## src/rtl/mac_frame_consts.vh

```
`ifndef MAC_FRAME_CONSTS_VH
`define MAC_FRAME_CONSTS_VH

// Register offsets, byte addresses on the register port.
`define REG_COMMAND_OFFSET        8'h08
`define REG_MAX_FRAME_OFFSET      8'h14
`define REG_PAUSE_QUANTA_OFFSET   8'h18
`define REG_NEAR_FULL_OFFSET      8'h38
`define REG_STATUS_OFFSET         8'h3C

// Command register fields.
`define CMD_TX_ENABLE_BIT         0
`define CMD_RX_ENABLE_BIT         1

// Reset values.
`define COMMAND_RESET             32'h00000000
`define MAX_FRAME_RESET           16'h05EE
`define NEAR_FULL_RESET           32'h00000000

// Receive error flag positions.
`define RX_ERR_MEDIA_BIT          0
`define RX_ERR_LENGTH_BIT         1
`define RX_ERR_CRC_BIT            2

// Frame layout.
`define PREAMBLE_BYTES            16'd7
`define MIN_FRAME_NO_FCS          16'd60
`define FCS_BYTES                 16'd4
`define GAP_BYTES                 16'd12
`define PREAMBLE_BYTE             8'h55
`define SFD_BYTE                  8'hD5
`define TYPE_HI_INDEX             16'd12
`define TYPE_LO_INDEX             16'd13
`define OPCODE_HI_INDEX           16'd14
`define OPCODE_LO_INDEX           16'd15
`define QUANTA_HI_INDEX           16'd16
`define QUANTA_LO_INDEX           16'd17
`define PAUSE_TYPE                16'h8808
`define PAUSE_OPCODE              16'h0001

// CRC.
`define CRC_INIT                  32'hFFFFFFFF
`define CRC_POLY                  32'hEDB88320
`define CRC_RESIDUE               32'hDEBB20E3

// Timing.
`define CLK_PERIOD_NS             25'd5
`define PAUSE_QUANTUM_NS          25'd512

`endif

```

## src/rtl/crc32_byte_step.v

```verilog
`timescale 1ns/100ps
`default_nettype none
`include "mac_frame_consts.vh"

module crc32_byte_step (
  input  wire [31:0] crc_in,
  input  wire [7:0]  data,
  output reg  [31:0] crc_out
);

  integer i;
  reg     feedback;

  // Reflected CRC-32, least significant bit of the byte first as on the wire.
  always @* begin
    crc_out  = crc_in;
    feedback = 1'b0;
    for (i = 0; i < 8; i = i + 1) begin
      feedback = crc_out[0] ^ data[i];
      crc_out  = {1'b0, crc_out[31:1]};
      if (feedback) begin
        crc_out = crc_out ^ `CRC_POLY;
      end
    end
  end

endmodule
`default_nettype wire

```

## src/rtl/ethernet_mac_frame_checks.v

```verilog
`timescale 1ns/100ps
`default_nettype none
`include "mac_frame_consts.vh"

module ethernet_mac_frame_checks (
  input  wire        core_clk,
  input  wire        rst_n,
  input  wire [7:0]  reg_address,
  input  wire        reg_read,
  input  wire        reg_write,
  input  wire [31:0] reg_write_data,
  output reg  [31:0] reg_read_data,
  output reg         reg_waitrequest,
  input  wire [7:0]  client_transmit_data,
  input  wire        client_transmit_valid,
  input  wire        client_transmit_sop,
  input  wire        client_transmit_eop,
  output reg         client_transmit_ready,
  output reg  [7:0]  client_receive_data,
  output reg         client_receive_valid,
  output reg         client_receive_sop,
  output reg         client_receive_eop,
  output reg  [2:0]  client_receive_error,
  output reg  [7:0]  media_transmit_bytes,
  output reg         media_transmit_enable,
  input  wire [7:0]  media_receive_bytes,
  input  wire        media_receive_valid,
  input  wire        media_receive_error
);

  localparam TX_IDLE = 6'b000001;
  localparam TX_PRE  = 6'b000010;
  localparam TX_DATA = 6'b000100;
  localparam TX_PAD  = 6'b001000;
  localparam TX_FCS  = 6'b010000;
  localparam TX_GAP  = 6'b100000;
  localparam RX_IDLE = 3'b001;
  localparam RX_PRE  = 3'b010;
  localparam RX_BODY = 3'b100;

  reg  [31:0] command;
  reg  [15:0] max_frame_length_setting;
  reg  [31:0] tx_fifo_near_full_level;
  reg  [15:0] last_pause_quanta;
  reg  [24:0] pause_ns;

  reg  [5:0]  tx_state;
  reg  [15:0] tx_cnt;
  reg  [31:0] tx_crc;
  reg  [7:0]  tx_byte;
  wire [31:0] tx_crc_next;
  wire        tx_take;

  reg  [7:0]  rx_d_meta;
  reg  [7:0]  rx_d_sync;
  reg         rx_dv_meta;
  reg         rx_dv_sync;
  reg         rx_er_meta;
  reg         rx_er_sync;
  reg  [2:0]  rx_state;
  reg  [15:0] rx_cnt;
  reg  [31:0] rx_crc;
  wire [31:0] rx_crc_next;
  reg  [7:0]  rx_held;
  reg         rx_have;
  reg         rx_first;
  reg         rx_fwd;
  reg         rx_media_err;
  reg  [15:0] rx_type;
  reg  [15:0] rx_opcode;
  reg  [15:0] rx_quanta;
  wire        rx_crc_bad;
  wire        rx_too_long;
  wire        rx_is_pause;

  // Register port: waitrequest drops for exactly one cycle to complete an access.
  always @(posedge core_clk or negedge rst_n) begin
    if (!rst_n) begin
      reg_waitrequest          <= 1'b1;
      reg_read_data            <= 32'h00000000;
      command                  <= `COMMAND_RESET;
      max_frame_length_setting <= `MAX_FRAME_RESET;
      tx_fifo_near_full_level  <= `NEAR_FULL_RESET;
    end else begin
      reg_waitrequest <= 1'b1;
      if ((reg_read || reg_write) && reg_waitrequest) begin
        reg_waitrequest <= 1'b0;
        if (reg_write) begin
          case (reg_address)
            `REG_COMMAND_OFFSET:   command <= reg_write_data;
            `REG_MAX_FRAME_OFFSET: max_frame_length_setting <= reg_write_data[15:0];
            `REG_NEAR_FULL_OFFSET: tx_fifo_near_full_level <= reg_write_data;
            default: ;
          endcase
        end else begin
          case (reg_address)
            `REG_COMMAND_OFFSET:      reg_read_data <= command;
            `REG_MAX_FRAME_OFFSET:    reg_read_data <= {16'h0000, max_frame_length_setting};
            `REG_PAUSE_QUANTA_OFFSET: reg_read_data <= {16'h0000, last_pause_quanta};
            `REG_NEAR_FULL_OFFSET:    reg_read_data <= tx_fifo_near_full_level;
            `REG_STATUS_OFFSET:       reg_read_data <= {26'h0000000, tx_state};
            default:                  reg_read_data <= 32'h00000000;
          endcase
        end
      end
    end
  end

  // Transmit path.
  assign tx_take = client_transmit_valid && client_transmit_ready;

  always @* begin
    if (tx_state == TX_DATA && tx_take) begin
      tx_byte = client_transmit_data;
    end else begin
      tx_byte = 8'h00;
    end
  end

  crc32_byte_step tx_crc_step (
    .crc_in  (tx_crc),
    .data    (tx_byte),
    .crc_out (tx_crc_next)
  );

  always @(posedge core_clk or negedge rst_n) begin
    if (!rst_n) begin
      tx_state              <= TX_IDLE;
      tx_cnt                <= 16'h0000;
      tx_crc                <= `CRC_INIT;
      client_transmit_ready <= 1'b0;
      media_transmit_bytes  <= 8'h00;
      media_transmit_enable <= 1'b0;
    end else begin
      case (tx_state)
        TX_IDLE: begin
          media_transmit_enable <= 1'b0;
          media_transmit_bytes  <= 8'h00;
          // A pending hold-off is only looked at between frames, so a frame in flight ends.
          if (client_transmit_valid && client_transmit_sop && pause_ns == 25'd0 &&
              command[`CMD_TX_ENABLE_BIT]) begin
            tx_state <= TX_PRE;
            tx_cnt   <= 16'h0000;
            tx_crc   <= `CRC_INIT;
          end
        end
        TX_PRE: begin
          media_transmit_enable <= 1'b1;
          tx_cnt                <= tx_cnt + 16'h0001;
          if (tx_cnt == `PREAMBLE_BYTES) begin
            media_transmit_bytes  <= `SFD_BYTE;
            tx_state              <= TX_DATA;
            tx_cnt                <= 16'h0000;
            client_transmit_ready <= 1'b1;
          end else begin
            media_transmit_bytes <= `PREAMBLE_BYTE;
          end
        end
        TX_DATA: begin
          // A client gap mid-frame is sent as a zero byte; the line cannot stall.
          media_transmit_bytes <= tx_byte;
          tx_crc               <= tx_crc_next;
          tx_cnt               <= tx_cnt + 16'h0001;
          if (tx_take && client_transmit_eop) begin
            client_transmit_ready <= 1'b0;
            if (tx_cnt + 16'h0001 < `MIN_FRAME_NO_FCS) begin
              tx_state <= TX_PAD;
            end else begin
              tx_state <= TX_FCS;
              tx_cnt   <= 16'h0000;
            end
          end
        end
        TX_PAD: begin
          media_transmit_bytes <= 8'h00;
          tx_crc               <= tx_crc_next;
          tx_cnt               <= tx_cnt + 16'h0001;
          if (tx_cnt + 16'h0001 == `MIN_FRAME_NO_FCS) begin
            tx_state <= TX_FCS;
            tx_cnt   <= 16'h0000;
          end
        end
        TX_FCS: begin
          media_transmit_bytes <= ~tx_crc[8 * tx_cnt[1:0] +: 8];
          tx_cnt               <= tx_cnt + 16'h0001;
          if (tx_cnt + 16'h0001 == `FCS_BYTES) begin
            tx_state <= TX_GAP;
            tx_cnt   <= 16'h0000;
          end
        end
        TX_GAP: begin
          media_transmit_enable <= 1'b0;
          media_transmit_bytes  <= 8'h00;
          tx_cnt                <= tx_cnt + 16'h0001;
          if (tx_cnt + 16'h0001 == `GAP_BYTES) begin
            tx_state <= TX_IDLE;
          end
        end
        default: begin
          tx_state              <= TX_IDLE;
          client_transmit_ready <= 1'b0;
          media_transmit_enable <= 1'b0;
        end
      endcase
    end
  end

  // Media inputs come from the pins and are synchronised before use.
  always @(posedge core_clk or negedge rst_n) begin
    if (!rst_n) begin
      rx_d_meta  <= 8'h00;
      rx_d_sync  <= 8'h00;
      rx_dv_meta <= 1'b0;
      rx_dv_sync <= 1'b0;
      rx_er_meta <= 1'b0;
      rx_er_sync <= 1'b0;
    end else begin
      rx_d_meta  <= media_receive_bytes;
      rx_d_sync  <= rx_d_meta;
      rx_dv_meta <= media_receive_valid;
      rx_dv_sync <= rx_dv_meta;
      rx_er_meta <= media_receive_error;
      rx_er_sync <= rx_er_meta;
    end
  end

  crc32_byte_step rx_crc_step (
    .crc_in  (rx_crc),
    .data    (rx_d_sync),
    .crc_out (rx_crc_next)
  );

  assign rx_crc_bad  = (rx_crc != `CRC_RESIDUE);
  assign rx_too_long = (rx_cnt > max_frame_length_setting);
  assign rx_is_pause = (rx_type == `PAUSE_TYPE) && (rx_opcode == `PAUSE_OPCODE);

  // Receive path holds one byte back so the last byte can carry the end mark and flags.
  always @(posedge core_clk or negedge rst_n) begin
    if (!rst_n) begin
      rx_state             <= RX_IDLE;
      rx_cnt               <= 16'h0000;
      rx_crc               <= `CRC_INIT;
      rx_held              <= 8'h00;
      rx_have              <= 1'b0;
      rx_first             <= 1'b0;
      rx_fwd               <= 1'b0;
      rx_media_err         <= 1'b0;
      rx_type              <= 16'h0000;
      rx_opcode            <= 16'h0000;
      rx_quanta            <= 16'h0000;
      last_pause_quanta    <= 16'h0000;
      pause_ns             <= 25'd0;
      client_receive_data  <= 8'h00;
      client_receive_valid <= 1'b0;
      client_receive_sop   <= 1'b0;
      client_receive_eop   <= 1'b0;
      client_receive_error <= 3'b000;
    end else begin
      client_receive_valid <= 1'b0;
      client_receive_sop   <= 1'b0;
      client_receive_eop   <= 1'b0;
      client_receive_error <= 3'b000;
      if (pause_ns > `CLK_PERIOD_NS) begin
        pause_ns <= pause_ns - `CLK_PERIOD_NS;
      end else begin
        pause_ns <= 25'd0;
      end
      case (rx_state)
        RX_IDLE: begin
          if (rx_dv_sync) begin
            rx_state <= RX_PRE;
          end
        end
        RX_PRE: begin
          if (!rx_dv_sync) begin
            rx_state <= RX_IDLE;
          end else if (rx_d_sync == `SFD_BYTE) begin
            rx_state     <= RX_BODY;
            rx_cnt       <= 16'h0000;
            rx_crc       <= `CRC_INIT;
            rx_have      <= 1'b0;
            rx_first     <= 1'b1;
            rx_media_err <= 1'b0;
            rx_fwd       <= command[`CMD_RX_ENABLE_BIT];
          end
        end
        RX_BODY: begin
          if (rx_dv_sync) begin
            rx_crc       <= rx_crc_next;
            rx_held      <= rx_d_sync;
            rx_have      <= 1'b1;
            rx_cnt       <= rx_cnt + 16'h0001;
            rx_media_err <= rx_media_err | rx_er_sync;
            case (rx_cnt)
              `TYPE_HI_INDEX:   rx_type[15:8]   <= rx_d_sync;
              `TYPE_LO_INDEX:   rx_type[7:0]    <= rx_d_sync;
              `OPCODE_HI_INDEX: rx_opcode[15:8] <= rx_d_sync;
              `OPCODE_LO_INDEX: rx_opcode[7:0]  <= rx_d_sync;
              `QUANTA_HI_INDEX: rx_quanta[15:8] <= rx_d_sync;
              `QUANTA_LO_INDEX: rx_quanta[7:0]  <= rx_d_sync;
              default: ;
            endcase
            if (rx_have && rx_fwd) begin
              client_receive_data  <= rx_held;
              client_receive_valid <= 1'b1;
              client_receive_sop   <= rx_first;
              rx_first             <= 1'b0;
            end
          end else begin
            rx_state <= RX_IDLE;
            rx_type  <= 16'h0000;
            // Short frames are not dropped and carry no length flag; an empty frame gives no output.
            if (rx_have && rx_fwd) begin
              client_receive_data  <= rx_held;
              client_receive_valid <= 1'b1;
              client_receive_sop   <= rx_first;
              client_receive_eop   <= 1'b1;
              client_receive_error[`RX_ERR_CRC_BIT]    <= rx_crc_bad;
              client_receive_error[`RX_ERR_LENGTH_BIT] <= rx_too_long;
              client_receive_error[`RX_ERR_MEDIA_BIT]  <= rx_media_err;
            end
            // Pause frames act whatever the receive enable, but only when intact.
            if (rx_is_pause && !rx_crc_bad && !rx_media_err) begin
              last_pause_quanta <= rx_quanta;
              pause_ns          <= rx_quanta * `PAUSE_QUANTUM_NS;
            end
          end
        end
        default: rx_state <= RX_IDLE;
      endcase
    end
  end

endmodule
`default_nettype wire

```

## config.mk

```make
export PLATFORM = sky130hd
export DESIGN_NAME = ethernet_mac_frame_checks
export DESIGN_NICKNAME = d
export VERILOG_FILES = /design/src/rtl/crc32_byte_step.v /design/src/rtl/ethernet_mac_frame_checks.v
export VERILOG_INCLUDE_DIRS = /design/src /design/src/rtl
export SDC_FILE = /design/constraint.sdc
export NUM_CORES = 1
export LEC_CHECK = 0
export ABC_AREA = 1
export BUFFER_PORTS_ARGS = -buffer_cell sky130_fd_sc_hd__clkbuf_2
export CAP_MARGIN = 20
export CORE_MARGIN = 3
export CORE_UTILIZATION = 45
export CTS_BUF_LIST = sky130_fd_sc_hd__clkbuf_8 sky130_fd_sc_hd__clkbuf_16
export DETAILED_ROUTE_END_ITERATION = 12
export SLEW_MARGIN = 10
export SYNTH_ARGS = -nofsm -noshare
export SYNTH_HDL_FRONTEND = slang
export SYNTH_HIERARCHICAL = 1
export SYNTH_SLANG_ARGS = --single-unit
```

## constraint.sdc

```tcl
create_clock -name core_clk -period 3.4 [get_ports core_clk]
set_input_delay 1.02 -clock core_clk [delete_from_list [all_inputs] [get_ports core_clk]]
set_output_delay 1.02 -clock core_clk [all_outputs]
set_load 0.02 [all_outputs]
```

==> reports/qor_table.md, run 1 <==
| Group | Result | Reported |
| --- | --- | --- |
| status | Result of the run | finished clean |
| sta | Final worst path period share | 0.880 |
| setup path | Worst Setup Start Kind | flip-flop |
| yosys | Net count after synthesis | 2,308 |
| routing | Post-route DRC violation count | 0 |
| cells and area | Ant diodes | 0 |
| yosys | Total number of yosys warnings | 6 |
| place | Worst-case setup slack after placement | 0.0837 ns |
| cells and area | Final #Nets | 2,442 |
| place | Weighted congestion reported at the end of routability-driven placement | 0.871 |
| setup path | Dominant cell type by count on the critical path | sky130_fd_sc_hd__nand2_1 |
| sta | Fmax achieved | 334 MHz |
| setup path | CP peak stage delay | 0.45 ns |
| global routing | Wire length of the first global-routing pass | 80,300 um |
| routing | Detailed router's first-iteration violation count | 1,217 |
| floorplanning | Initial Utilization | 0.460 |
| yosys | Proportion of synthesized flip-flops having asynchronous set or reset | 1.00 |
| place | Post-detail-place hpwl | 35,300 um |
| setup path | Reg-to-reg critical path startpoint | tx_state[4] |
| place | Placement-stage cell area | 20,300 um2 |
| sta | Setup repair after global routing missed its margin | false |
| power and ir drop | Leakage power | 10.8 nW |
| floorplanning | Count of boundary I/O pins | 122 |
| clocking | Count of buffers added by post-CTS timing repair for setup | 0 |
| setup path | Critical setup path kind | flip-flop to flip-flop |
| routing | Total Wirelength | 49,000 um |
| clocking | Insertion delay of the later-clocked pin in the worst-skew pair | 0.55 ns |
| clocking | CTS tree | done |
| place | Count of port buffers added during placement | 121 |
| yosys | Syn Std Cell Area | 19,000 um2 |
| setup path | Critical Path RT | 3.88 ns |
| floorplanning | Die span in x | 211 um |
| worst hold path | Path category of the worst min-delay check | flip-flop to flip-flop |
| clocking | Depth of the CTS H-tree | 2 |
| setup path | Maximum fanout along the worst path | 8 |
| clocking | Clock Sinks | 363 |
| global routing | Global-route total usage across every layer | 0.222 |
| cells and area | Design area | 21,600 um2 |
| sta | Final hold vios | 0 |
| routing | Detail-routed via count per cell | 5.24 |
| worst hold path | Hold path start | rx_d_meta[7] |
| yosys | Yosys reg bits | 363 |
| sta | Final number of setup-violating endpoints | 0 |
| sta | Final Max Slew Viols | 0 |
| sta | Worst-case headroom to the max-slew limit | 0.598 |
| setup path | Worst R2R Path Depth | 17 |
| sta | Transition time at the pin with the least slew margin | 0.598 ns |
| floorplanning | Chip height | 211 um |
| routing | Total number of vias | 15,300 |
| setup path | Critical-path cell with the highest stage delay | sky130_fd_sc_hd__dfrtp_1 |
| yosys | Count of mapped cells out of synthesis | 2,218 |
| sta | Final critical path time including I/O delays and setup | 2.99 ns |
| global routing | Maximum number of pins on one net before global-route repair | 73 |
| yosys | Syn_area_per_cell | 8.54 um2 |
| floorplanning | Die Outline Area | 44,600 um2 |
| sta | Worst setup skew after layout | 0.0126 ns |
| cells and area | End-of-flow core utilization | 0.524 |
| cells and area | Fraction of final layout cells sized beyond drive strength 1 | 0.187 |
| cells and area | Commonest cells after routing, fill and taps aside | 612 x sky130_fd_sc_hd__nand2_1, 288 x sky130_fd_sc_hd__dfrtp_1, 241 x sky130_fd_sc_hd__inv_1 |
| floorplanning | Floorplan core area | 41,200 um2 |
| clocking | Number of instances resized during post-cts repair | 0 |
| routing | Number of iterations in the first detailed-routing pass | 5 |
| clocking | Hold Buf Count CTS | 0 |
| sta | Min setup slack post-route | 0.408 ns |
| power and ir drop | IR drop worst, VDD | 383 uV |
| global routing | Number of antenna violations at the first check in global routing | 0 |
| setup path | CP Capture Type | flip-flop |
| yosys | Library cells used by synthesis | 64 |
| clocking | Number of buffers on the longest clock path | 3 |
| setup path | Crit path cell chain | nor2_2 > nand4_1 > clkinv_1 > nand2_1 > nor2_1 > inv_1 > nand2_1 > nand2_1 > nand2_2 > nand2_8 > inv_4 > nand2_4 > nand2_4 > nand2_1 > nand3_1 > nand2_1 > o22a_1 |
| cells and area | Leading cell type in the layout, fill and taps excluded | sky130_fd_sc_hd__nand2_1 |
| sta | Sum of negative setup slack | 0 ns |
| routing | Average wire length per cell after detail routing | 16.8 um |
| power and ir drop | Power per cell area | 610 nW/um2 |
| job | Maximum Capacitance Violations | 0 |
| global routing | Number of global-route vias before repair | 14,900 |
| floorplanning | Std-Cell Rows | 74 |
| global routing | Residual overflow from global routing | 0 |
| clocking | Buffer cell driving the clock tree root | sky130_fd_sc_hd__clkbuf_16 |
| clocking | Number of buffers added by the clock tree synthesis step | 41 |
| routing | Routed Antenna Nets | 0 |
| clocking | Clock slew seen by the registers of the worst setup and hold paths | 0.06 ns |
| power and ir drop | PnR Total Power | 13.2 mW |
| yosys | Number of flops mapped to enable cells by yosys | 0 |
| yosys | Main flop type after synthesis | sky130_fd_sc_hd__dfrtp_1 |
| setup path | Start point of the critical path | tx_state[4] |
| cells and area | Layout overhead on the synthesized area | 14.0% |
| yosys | Proportion of synthesized chip area in sequential cells | 0.484 |
| cells and area | # fillers | 3,865 |
| setup path | Arrival time reported for the critical path endpoint | 3.47 ns |
| worst hold path | WHS Path Cells | 0 |
==> layout make-up <==
| class | instances | area [um2] | area share |
|---|---|---|---|
| Sequential cell | 363 | 9180 | 0.425 |
| Tap cell | 532 | 666 | 0.0308 |
| Clock buffer | 49 | 1160 | 0.0536 |
| Clock inverter | 27 | 181 | 0.00840 |
| Inverter | 258 | 973 | 0.0451 |
| Multi-Input combinational cell | 1533 | 8500 | 0.393 |
| Timing Repair Buffer | 155 | 946 | 0.0438 |
==> routing by layer <==
metal,track usage,up-vias,routed length (um)
met4,0.0533,0,817
met1,0.321,7412,23300
met3,0.0267,60,2020
li1,-,7488,-
met5,0,-,0
met2,0.361,335,22900
==> power breakdown <==
group | total [mW] | internal [mW] | switching [mW]
registers | 5.07 | 4.75 | 0.326
clock network | 4.37 | 2.57 | 1.80
logic | 3.73 | 1.35 | 2.38
==> stage by stage <==
stage / hold WS (ns) / instances
after CTS: 0.349 / 2917
final: 0.347 / 2917
after floorplan: 0.331 / 2218
after detailed placement: 0.336 / 2841
after global placement: 0.333 / 2841
after global routing: 0.356 / 2917
==> sequential cells by signal, summed over array words and instances, names as in the netlist, 16 cells and up <==
register / cells
tx_fifo_near_full_level: 32
max_frame_length_setting: 16
reg_read_data: 32
tx_crc: 32
rx_quanta: 16
tx_cnt: 16
rx_opcode: 16
pause_ns: 25
rx_type: 16
rx_crc: 32
rx_cnt: 16
command: 32
last_pause_quanta: 16
==> cells in the mapped netlist, drive strengths merged (24+ instances only) <==
cell type	n	area, um2
nand2	682	2880
dfrtp	288	7210
inv	253	955
o21ai	208	1040
nor2	140	596
xor2	87	815
nand3	84	468
dfstp	75	1970
o22a	52	455
clkbuf	40	150
xnor2	39	402
a21oi	36	180
nand4	36	231
ha	25	313
buf	24	155
==> logic make-up (layout without fill, tap and decap cells) <==
group           after synthesis  after routing  share of synthesized area
xor+xnor                    126            126                     0.0642
buf+inv                     322            489                     0.0675
compound gates              380            380                      0.124
simple gates               1002           1002                      0.243
fa+ha+maj                    25             25                     0.0165
flops                       363            363                      0.484
==> worst max-delay path, delay by kind of cell, from the launching register on <==
kind / cells / cell delay [ns]
flops: 1 / 0.45
buf+inv: 3 / 0.31
compound gates: 1 / 0.20
simple gates: 13 / 1.97
==> worst paths after layout <==
| check | endpoint | slack [ns] |
|---|---|---|
| max | tx_crc[23] | 0.41 |
| min | rx_d_sync[7] | 0.35 |
| max reg2reg | tx_crc[23] | 0.41 |
| min reg2reg | rx_d_sync[7] | 0.35 |
| max in group asynchronous | tx_crc[24] | 2.09 |
| min in group asynchronous | rx_cnt[10] | 0.41 |
Note: power is estimated with default switching activity, not from simulation.
==> run 2, diff against run 1 <==
==> constraint.sdc (replaced) <==
create_clock -name core_clk -period 3.8 [get_ports core_clk]
set_input_delay 1.14 -clock core_clk [delete_from_list [all_inputs] [get_ports core_clk]]
set_output_delay 1.14 -clock core_clk [all_outputs]
set_load 0.02 [all_outputs]
==> run 2 against run 1 <==
Cell count down 0.51%. Die area stayed put. Critical endpoint unchanged. Non-clock buffer count down 14. Highest routed layer unchanged. First-iteration DRC count decreased by 3.0%. Total power down 9.6%.
==> reports/qor_table.md, run 2 (synthesis gave the netlist of run 1 again) <==
| Group | Result | Reported | vs previous |
| --- | --- | --- | --- |
| floorplanning | Initial Utilization | 0.460 | unchanged |
| clocking | Depth of the CTS H-tree | 2 | unchanged |
| place | Worst-case setup slack after placement | 0.442 ns | +0.358 ns |
| routing | Post-route DRC violation count | 0 | unchanged |
| sta | Final number of setup-violating endpoints | 0 | unchanged |
| setup path | Critical setup path kind | flip-flop to flip-flop |  |
| cells and area | Leading cell type in the layout, fill and taps excluded | sky130_fd_sc_hd__nand2_1 |  |
| power and ir drop | Power per cell area | 553 nW/um2 | -9.3% |
| setup path | Worst R2R End | tx_crc[23] |  |
| clocking | Buffer cell driving the clock tree root | sky130_fd_sc_hd__clkbuf_16 |  |
| setup path | Maximum fanout along the worst path | 10 | +2 |
| clocking | Number of instances resized during post-cts repair | 0 | unchanged |
| cells and area | Design area | 21,500 um2 | -0.35% |
| setup path | CP peak stage delay | 0.45 ns | about the same |
| floorplanning | Chip height | 211 um | unchanged |
| clocking | Hold Buf Count CTS | 0 | unchanged |
| clocking | Insertion delay of the later-clocked pin in the worst-skew pair | 0.56 ns | about the same |
| setup path | Dominant cell type by count on the critical path | sky130_fd_sc_hd__nand2_4 |  |
| clocking | CTS tree | done |  |
| worst hold path | Hold path start | rx_d_meta[6] |  |
| routing | Detail-routed via count per cell | 5.26 | +0.39% |
| routing | Total number of vias | 15,300 | -0.13% |
| cells and area | Commonest cells after routing, fill and taps aside | 612 x sky130_fd_sc_hd__nand2_1, 288 x sky130_fd_sc_hd__dfrtp_1, 235 x sky130_fd_sc_hd__inv_1 |  |
| place | Count of port buffers added during placement | 121 | unchanged |
| global routing | Number of global-route vias before repair | 14,700 | -1.2% |
| clocking | Number of buffers added by the clock tree synthesis step | 41 | unchanged |
| sta | Final Max Slew Viols | 0 | unchanged |
| setup path | Register-to-register setup slack | 0.74 ns | +0.33 ns |
| worst hold path | Worst Hold Path EP | rx_d_sync[6] |  |
| setup path | Reg-to-reg critical path startpoint | tx_state[4] |  |
| setup path | Crit path cell chain | nor2_2 > nand4_1 > clkinv_1 > nand2_1 > nor2_1 > inv_2 > nand2_2 > nand2_4 > nand2_4 > nand2_4 > inv_2 > nand2_4 > nand2_4 > nand2_1 > nand3_1 > nand2_1 > o22a_1 |  |
| worst hold path | Path category of the worst min-delay check | flip-flop to flip-flop |  |
| sta | Setup repair after global routing missed its margin | false |  |
| sta | Final worst path period share | 0.806 | -0.0744 |
| floorplanning | Floorplan core area | 41,200 um2 | unchanged |
| routing | Detailed router's first-iteration violation count | 1,181 | -3.0% |
| cells and area | Final cell count without fillers | 2,902 | -0.51% |
| global routing | Number of antenna violations at the first check in global routing | 0 | unchanged |
| setup path | Arrival time reported for the critical path endpoint | 3.55 ns | +0.08 ns |
| setup path | CP Capture Type | flip-flop |  |
| routing | Average wire length per cell after detail routing | 16.8 um | -0.16% |
| global routing | Global-route total usage across every layer | 0.219 | -0.00378 |
| global routing | Wire length of the first global-routing pass | 78,700 um | -1.9% |
| cells and area | Final #Nets | 2,428 | -0.57% |
| sta | Worst setup skew after layout | 0.0176 ns | +0.00496 ns |
| setup path | Critical Path RT | 4.28 ns | +0.40 ns |
| cells and area | Layout overhead on the synthesized area | 13.6% |  |
| power and ir drop | IR drop worst, VDD | 361 uV | -5.8% |
| routing | Number of iterations in the first detailed-routing pass | 5 | unchanged |
| sta | Transition time at the pin with the least slew margin | 0.785 ns | +0.187 ns |
| floorplanning | Count of boundary I/O pins | 122 | unchanged |
| clocking | Clock Sinks | 363 | unchanged |
| global routing | Residual overflow from global routing | 0 | unchanged |
| job | Maximum Capacitance Violations | 0 | unchanged |
| clocking | Count of buffers added by post-CTS timing repair for setup | 0 | unchanged |
| worst hold path | WHS Path Cells | 0 | unchanged |
| sta | Worst-case headroom to the max-slew limit | 0.475 | -0.123 |
| floorplanning | Die Outline Area | 44,600 um2 | unchanged |
| status | Result of the run | finished clean |  |
| routing | Total Wirelength | 48,700 um | -0.68% |
| cells and area | Fraction of final layout cells sized beyond drive strength 1 | 0.185 | -0.00261 |
| clocking | Number of buffers on the longest clock path | 3 | unchanged |
| place | Post-detail-place hpwl | 34,600 um | -1.9% |
| sta | Sum of negative setup slack | 0 ns | unchanged |
| place | Cell count after placement | 2,827 | -0.49% |
| setup path | Worst R2R Path Depth | 17 | unchanged |
| power and ir drop | Leakage power | 10.7 nW | -0.63% |
| setup path | Worst Setup Start Kind | flip-flop |  |
| place | Weighted congestion reported at the end of routability-driven placement | 0.891 | +2.3% |
| global routing | Maximum number of pins on one net before global-route repair | 94 | +29% |
| routing | Routed Antenna Nets | 0 | unchanged |
| sta | Final critical path time including I/O delays and setup | 3.06 ns | +0.0695 ns |
| floorplanning | Std-Cell Rows | 74 | unchanged |
| cells and area | Ant diodes | 0 | unchanged |
| sta | Final hold vios | 0 | unchanged |
| clocking | Clock slew seen by the registers of the worst setup and hold paths | 0.06 ns | about the same |
| place | Placement-stage cell area | 20,100 um2 | -0.64% |
| floorplanning | Die span in x | 211 um | unchanged |
| setup path | Critical-path cell with the highest stage delay | sky130_fd_sc_hd__dfrtp_1 |  |
| sta | Min setup slack post-route | 0.738 ns | +0.331 ns |
| sta | Fmax achieved | 327 MHz | -2.3% |
run 2: worst max-delay path by stage:
stage / cells past startpoint / end / start
2_1_floorplan: 14 / tx_crc[19] / client_transmit_valid
3_3_place_gp: 17 / tx_crc[20] / client_transmit_valid
3_5_place_dp: 17 / tx_crc[23] / client_transmit_valid
4_1_cts: 17 / tx_crc[23] / tx_state[4]
5_1_grt: 17 / tx_crc[23] / tx_state[4]
6_report: 17 / tx_crc[23] / tx_state[4]
run 2: per-stage QoR:
stage | power (mW) | util | hold WS [ns]
5_1_grt | 12.5 | 0.522 | 0.356
3_3_place_gp | 7.84 | 0.489 | 0.332
4_1_cts | 12.0 | 0.522 | 0.350
3_5_place_dp | 7.86 | 0.489 | 0.337
6_report | 11.9 | 0.522 | 0.347
2_1_floorplan | 7.07 | - | 0.331
run 2: layer usage:
layer	routed length (um)	global-route usage	vias to the layer above
li1	-	-	7446
met1	23100	0.314	7359
met2	22000	0.346	403
met3	2490	0.0313	67
met4	1140	0.0670	0
met5	0	0	-
run 2: where the power goes:
group          internal (mW)  switching (mW)  total (mW)  leakage [nW]
Combinational           1.16            2.12        3.28          5.26
Clock                   2.45            1.62        4.07         0.716
Sequential              4.25           0.304        4.55          4.74
run 2: critical path: cells and delay by family, from the launching register on:
family          cells  cell delay (ns)
simple gates       13             1.91
flops               1             0.45
buf+inv             3             0.42
compound gates      1             0.20
run 2: final cells by class:
class	count	area, um2
multi-input combinational	1533	8500
clock buffer	48	1120
inverter	258	973
sequential	363	9180
timing repair buffer	141	816
tap	532	666
clock inverter	27	272
fill	3854	19700
==> run 3, diff against run 2 <==
==> constraint.sdc (replaced) <==
create_clock -name core_clk -period 3.2 [get_ports core_clk]
set_input_delay 0.96 -clock core_clk [delete_from_list [all_inputs] [get_ports core_clk]]
set_output_delay 0.96 -clock core_clk [all_outputs]
set_load 0.02 [all_outputs]
==> run 3 against run 2 <==
Fmax up 7.9%. Largest power group unchanged. Cell area up 1.0%. Highest routed layer unchanged. Routed wire length up 0.43%. Non-clock buffer count up 19. Combinational power up 21%.
==> reports/qor_table.md, run 3 (synthesis gave the netlist of run 1 again) <==
| Group | Result | Reported | vs previous |
| --- | --- | --- | --- |
| cells and area | Design area | 21,700 um2 | +1.0% |
| place | Weighted congestion reported at the end of routability-driven placement | 0.912 | +2.3% |
| power and ir drop | IR drop worst, VDD | 403 uV | +12% |
| sta | Final hold vios | 0 | unchanged |
| cells and area | Layout overhead on the synthesized area | 14.7% |  |
| clocking | CTS tree | done |  |
| status | Result of the run | finished clean |  |
| global routing | Global-route total usage across every layer | 0.221 | +0.00241 |
| job | Maximum Capacitance Violations | 0 | unchanged |
| setup path | Critical setup path kind | flip-flop to flip-flop |  |
| clocking | Number of buffers on the longest clock path | 3 | unchanged |
| clocking | Number of buffers added by the clock tree synthesis step | 42 | +2.4% |
| clocking | Insertion delay of the later-clocked pin in the worst-skew pair | 0.57 ns | about the same |
| global routing | Number of global-route vias before repair | 15,100 | +2.6% |
| clocking | Clock slew seen by the registers of the worst setup and hold paths | 0.06 ns | about the same |
| floorplanning | Std-Cell Rows | 74 | unchanged |
| cells and area | # fillers | 3,856 | +0.052% |
| worst hold path | Path category of the worst min-delay check | flip-flop to flip-flop |  |
| cells and area | Fraction of final layout cells sized beyond drive strength 1 | 0.191 | +0.00666 |
| clocking | Buffer cell driving the clock tree root | sky130_fd_sc_hd__clkbuf_16 |  |
| cells and area | Ant diodes | 0 | unchanged |
| clocking | Hold Buf Count CTS | 0 | unchanged |
| power and ir drop | Proportion of power drawn by flip-flops and latches | 0.377 | -0.005 |
| global routing | Maximum number of pins on one net before global-route repair | 73 | -22% |
| global routing | Number of antenna violations at the first check in global routing | 0 | unchanged |
| power and ir drop | Clock network power share | 0.347 | +0.005 |
| routing | Detail-routed via count per cell | 5.25 | -0.35% |
| setup path | CP Capture Type | flip-flop |  |
| floorplanning | Count of boundary I/O pins | 122 | unchanged |
| place | Post-detail-place hpwl | 35,300 um | +2.0% |
| routing | Detailed router's first-iteration violation count | 1,207 | +2.2% |
| cells and area | FF/Latch Area | 9180 um2 | unchanged |
| routing | Total number of vias | 15,300 | +0.41% |
| sta | Sum of negative setup slack | 0 ns | unchanged |
| cells and area | Area of the multi-input gates | 8500 um2 | unchanged |
| floorplanning | Initial Utilization | 0.460 | unchanged |
| sta | Worst-case headroom to the max-slew limit | 0.559 | +0.0840 |
| floorplanning | Die span in x | 211 um | unchanged |
| setup path | Critical Path RT | 3.69 ns | -0.59 ns |
| power and ir drop | Leakage power | 10.8 nW | +1.2% |
| sta | Fmax achieved | 353 MHz | +7.9% |
| clocking | Number of instances resized during post-cts repair | 0 | unchanged |
| place | Count of port buffers added during placement | 121 | unchanged |
| sta | Transition time at the pin with the least slew margin | 0.655 ns | -0.130 ns |
| floorplanning | Floorplan core area | 41,200 um2 | unchanged |
| power and ir drop | Power per cell area | 659 nW/um2 | +19% |
| sta | Final Max Slew Viols | 0 | unchanged |
| setup path | Worst Setup Start Kind | flip-flop |  |
| routing | Total Wirelength | 48,900 um | +0.43% |
| routing | Average wire length per cell after detail routing | 16.7 um | -0.33% |
| power and ir drop | Cell-internal power | 9.50 mW | +21% |
| sta | Worst hold slack after final layout | 0.348 ns | +0.000254 ns |
| cells and area | Leading cell type in the layout, fill and taps excluded | sky130_fd_sc_hd__nand2_1 |  |
| power and ir drop | Net switching power figure | 4.82 mW | +19% |
| place | Placement-stage cell area | 20,300 um2 | +0.77% |
| sta | Final number of setup-violating endpoints | 0 | unchanged |
| clocking | Depth of the CTS H-tree | 2 | unchanged |
| global routing | Wire length of the first global-routing pass | 79,900 um | +1.5% |
| power and ir drop | Comb pwr share | 0.276 | about the same |
| setup path | Arrival time reported for the critical path endpoint | 3.32 ns | -0.23 ns |
| cells and area | Final #Nets | 2,448 | +0.82% |
| global routing | Residual overflow from global routing | 0 | unchanged |
| cells and area | Commonest cells after routing, fill and taps aside | 612 x sky130_fd_sc_hd__nand2_1, 288 x sky130_fd_sc_hd__dfrtp_1, 237 x sky130_fd_sc_hd__inv_1 |  |
| sta | Setup repair after global routing missed its margin | false |  |
| routing | Number of iterations in the first detailed-routing pass | 5 | unchanged |
| setup path | Maximum fanout along the worst path | 8 | -2 |
| clocking | Count of buffers added by post-CTS timing repair for setup | 0 | unchanged |
| sta | Final worst path period share | 0.886 | +0.0807 |
| sta | Worst setup skew after layout | 0.0168 ns | -0.000791 ns |
| sta | Final critical path time including I/O delays and setup | 2.84 ns | -0.225 ns |
| power and ir drop | Switching share of power | 0.337 | -0.00277 |
| clocking | Clock Sinks | 363 | unchanged |
| routing | Post-route DRC violation count | 0 | unchanged |
| floorplanning | Chip height | 211 um | unchanged |
| routing | Routed Antenna Nets | 0 | unchanged |
| floorplanning | Die Outline Area | 44,600 um2 | unchanged |
## run 3: per-stage QoR
step           worst slack, ns  cells  power [mW]   util
2_1_floorplan            0.648   2218        8.40      -
3_3_place_gp             0.118   2846        9.37  0.492
3_5_place_dp            0.0503   2846        9.40  0.492
4_1_cts                  0.398   2924        14.5  0.528
5_1_grt                  0.128   2924        15.1  0.528
6_report                 0.364   2924        14.3  0.528
## run 3: area by class of cell
| type | instances | area share |
|---|---|---|
| inverters | 258 | 0.0448 |
| repair buffers | 160 | 0.0447 |
| clock inverters | 25 | 0.0111 |
| clock buffers | 53 | 0.0558 |
| flip-flops and latches | 363 | 0.422 |
| well taps | 532 | 0.0306 |
| multi-input cells | 1533 | 0.391 |
## run 3: critical path: stages, from the launching register on
cell,delay (ns)
sky130_fd_sc_hd__dfrtp_1,0.44
sky130_fd_sc_hd__nor2_2,0.24
sky130_fd_sc_hd__nand4_1,0.21
sky130_fd_sc_hd__clkinv_1,0.11
sky130_fd_sc_hd__nand2_1,0.25
sky130_fd_sc_hd__nor2_1,0.36
sky130_fd_sc_hd__inv_2,0.09
sky130_fd_sc_hd__nand2_2,0.10
sky130_fd_sc_hd__nand2_4,0.13
sky130_fd_sc_hd__nand2_4,0.11
sky130_fd_sc_hd__nand2_4,0.08
sky130_fd_sc_hd__inv_2,0.08
sky130_fd_sc_hd__nand2_4,0.07
sky130_fd_sc_hd__nand2_4,0.10
sky130_fd_sc_hd__nand2_1,0.06
sky130_fd_sc_hd__nand3_1,0.06
sky130_fd_sc_hd__nand2_1,0.06
sky130_fd_sc_hd__o22a_1,0.20
## run 3: power by group through the flow
stage	clock, mW	sequential (mW)	combinational (mW)
after floorplan	0	5.38	3.02
after global placement	0	5.46	3.91
after detailed placement	0	5.46	3.94
after CTS	5.11	5.39	3.97
after global routing	5.30	5.43	4.39
final	4.97	5.39	3.96
## run 3: final timing paths
path	from	to	slack [ns]	depth (start not counted)
setup reg to reg	tx_state[4]	tx_crc[23]	0.36	17
min in group asynchronous	rst_n	rx_cnt[12]	0.39	1
max in group asynchronous	rst_n	reg_waitrequest	2.01	2
hold reg to reg	rx_d_meta[2]	rx_d_sync[2]	0.35	0
setup / recovery	tx_state[4]	tx_crc[23]	0.36	17
hold / removal	rx_d_meta[2]	rx_d_sync[2]	0.35	0
## run 3: metal layers
layer  share of wire  wire length (um)  track usage  vias to the layer above
met5               0                 0            0                        -
li1                -                 -            -                     7497
met1            0.47             23000        0.314                     7367
met4           0.024              1190       0.0605                        0
met2            0.45             22200        0.352                      394
met3           0.052              2520       0.0383                       79
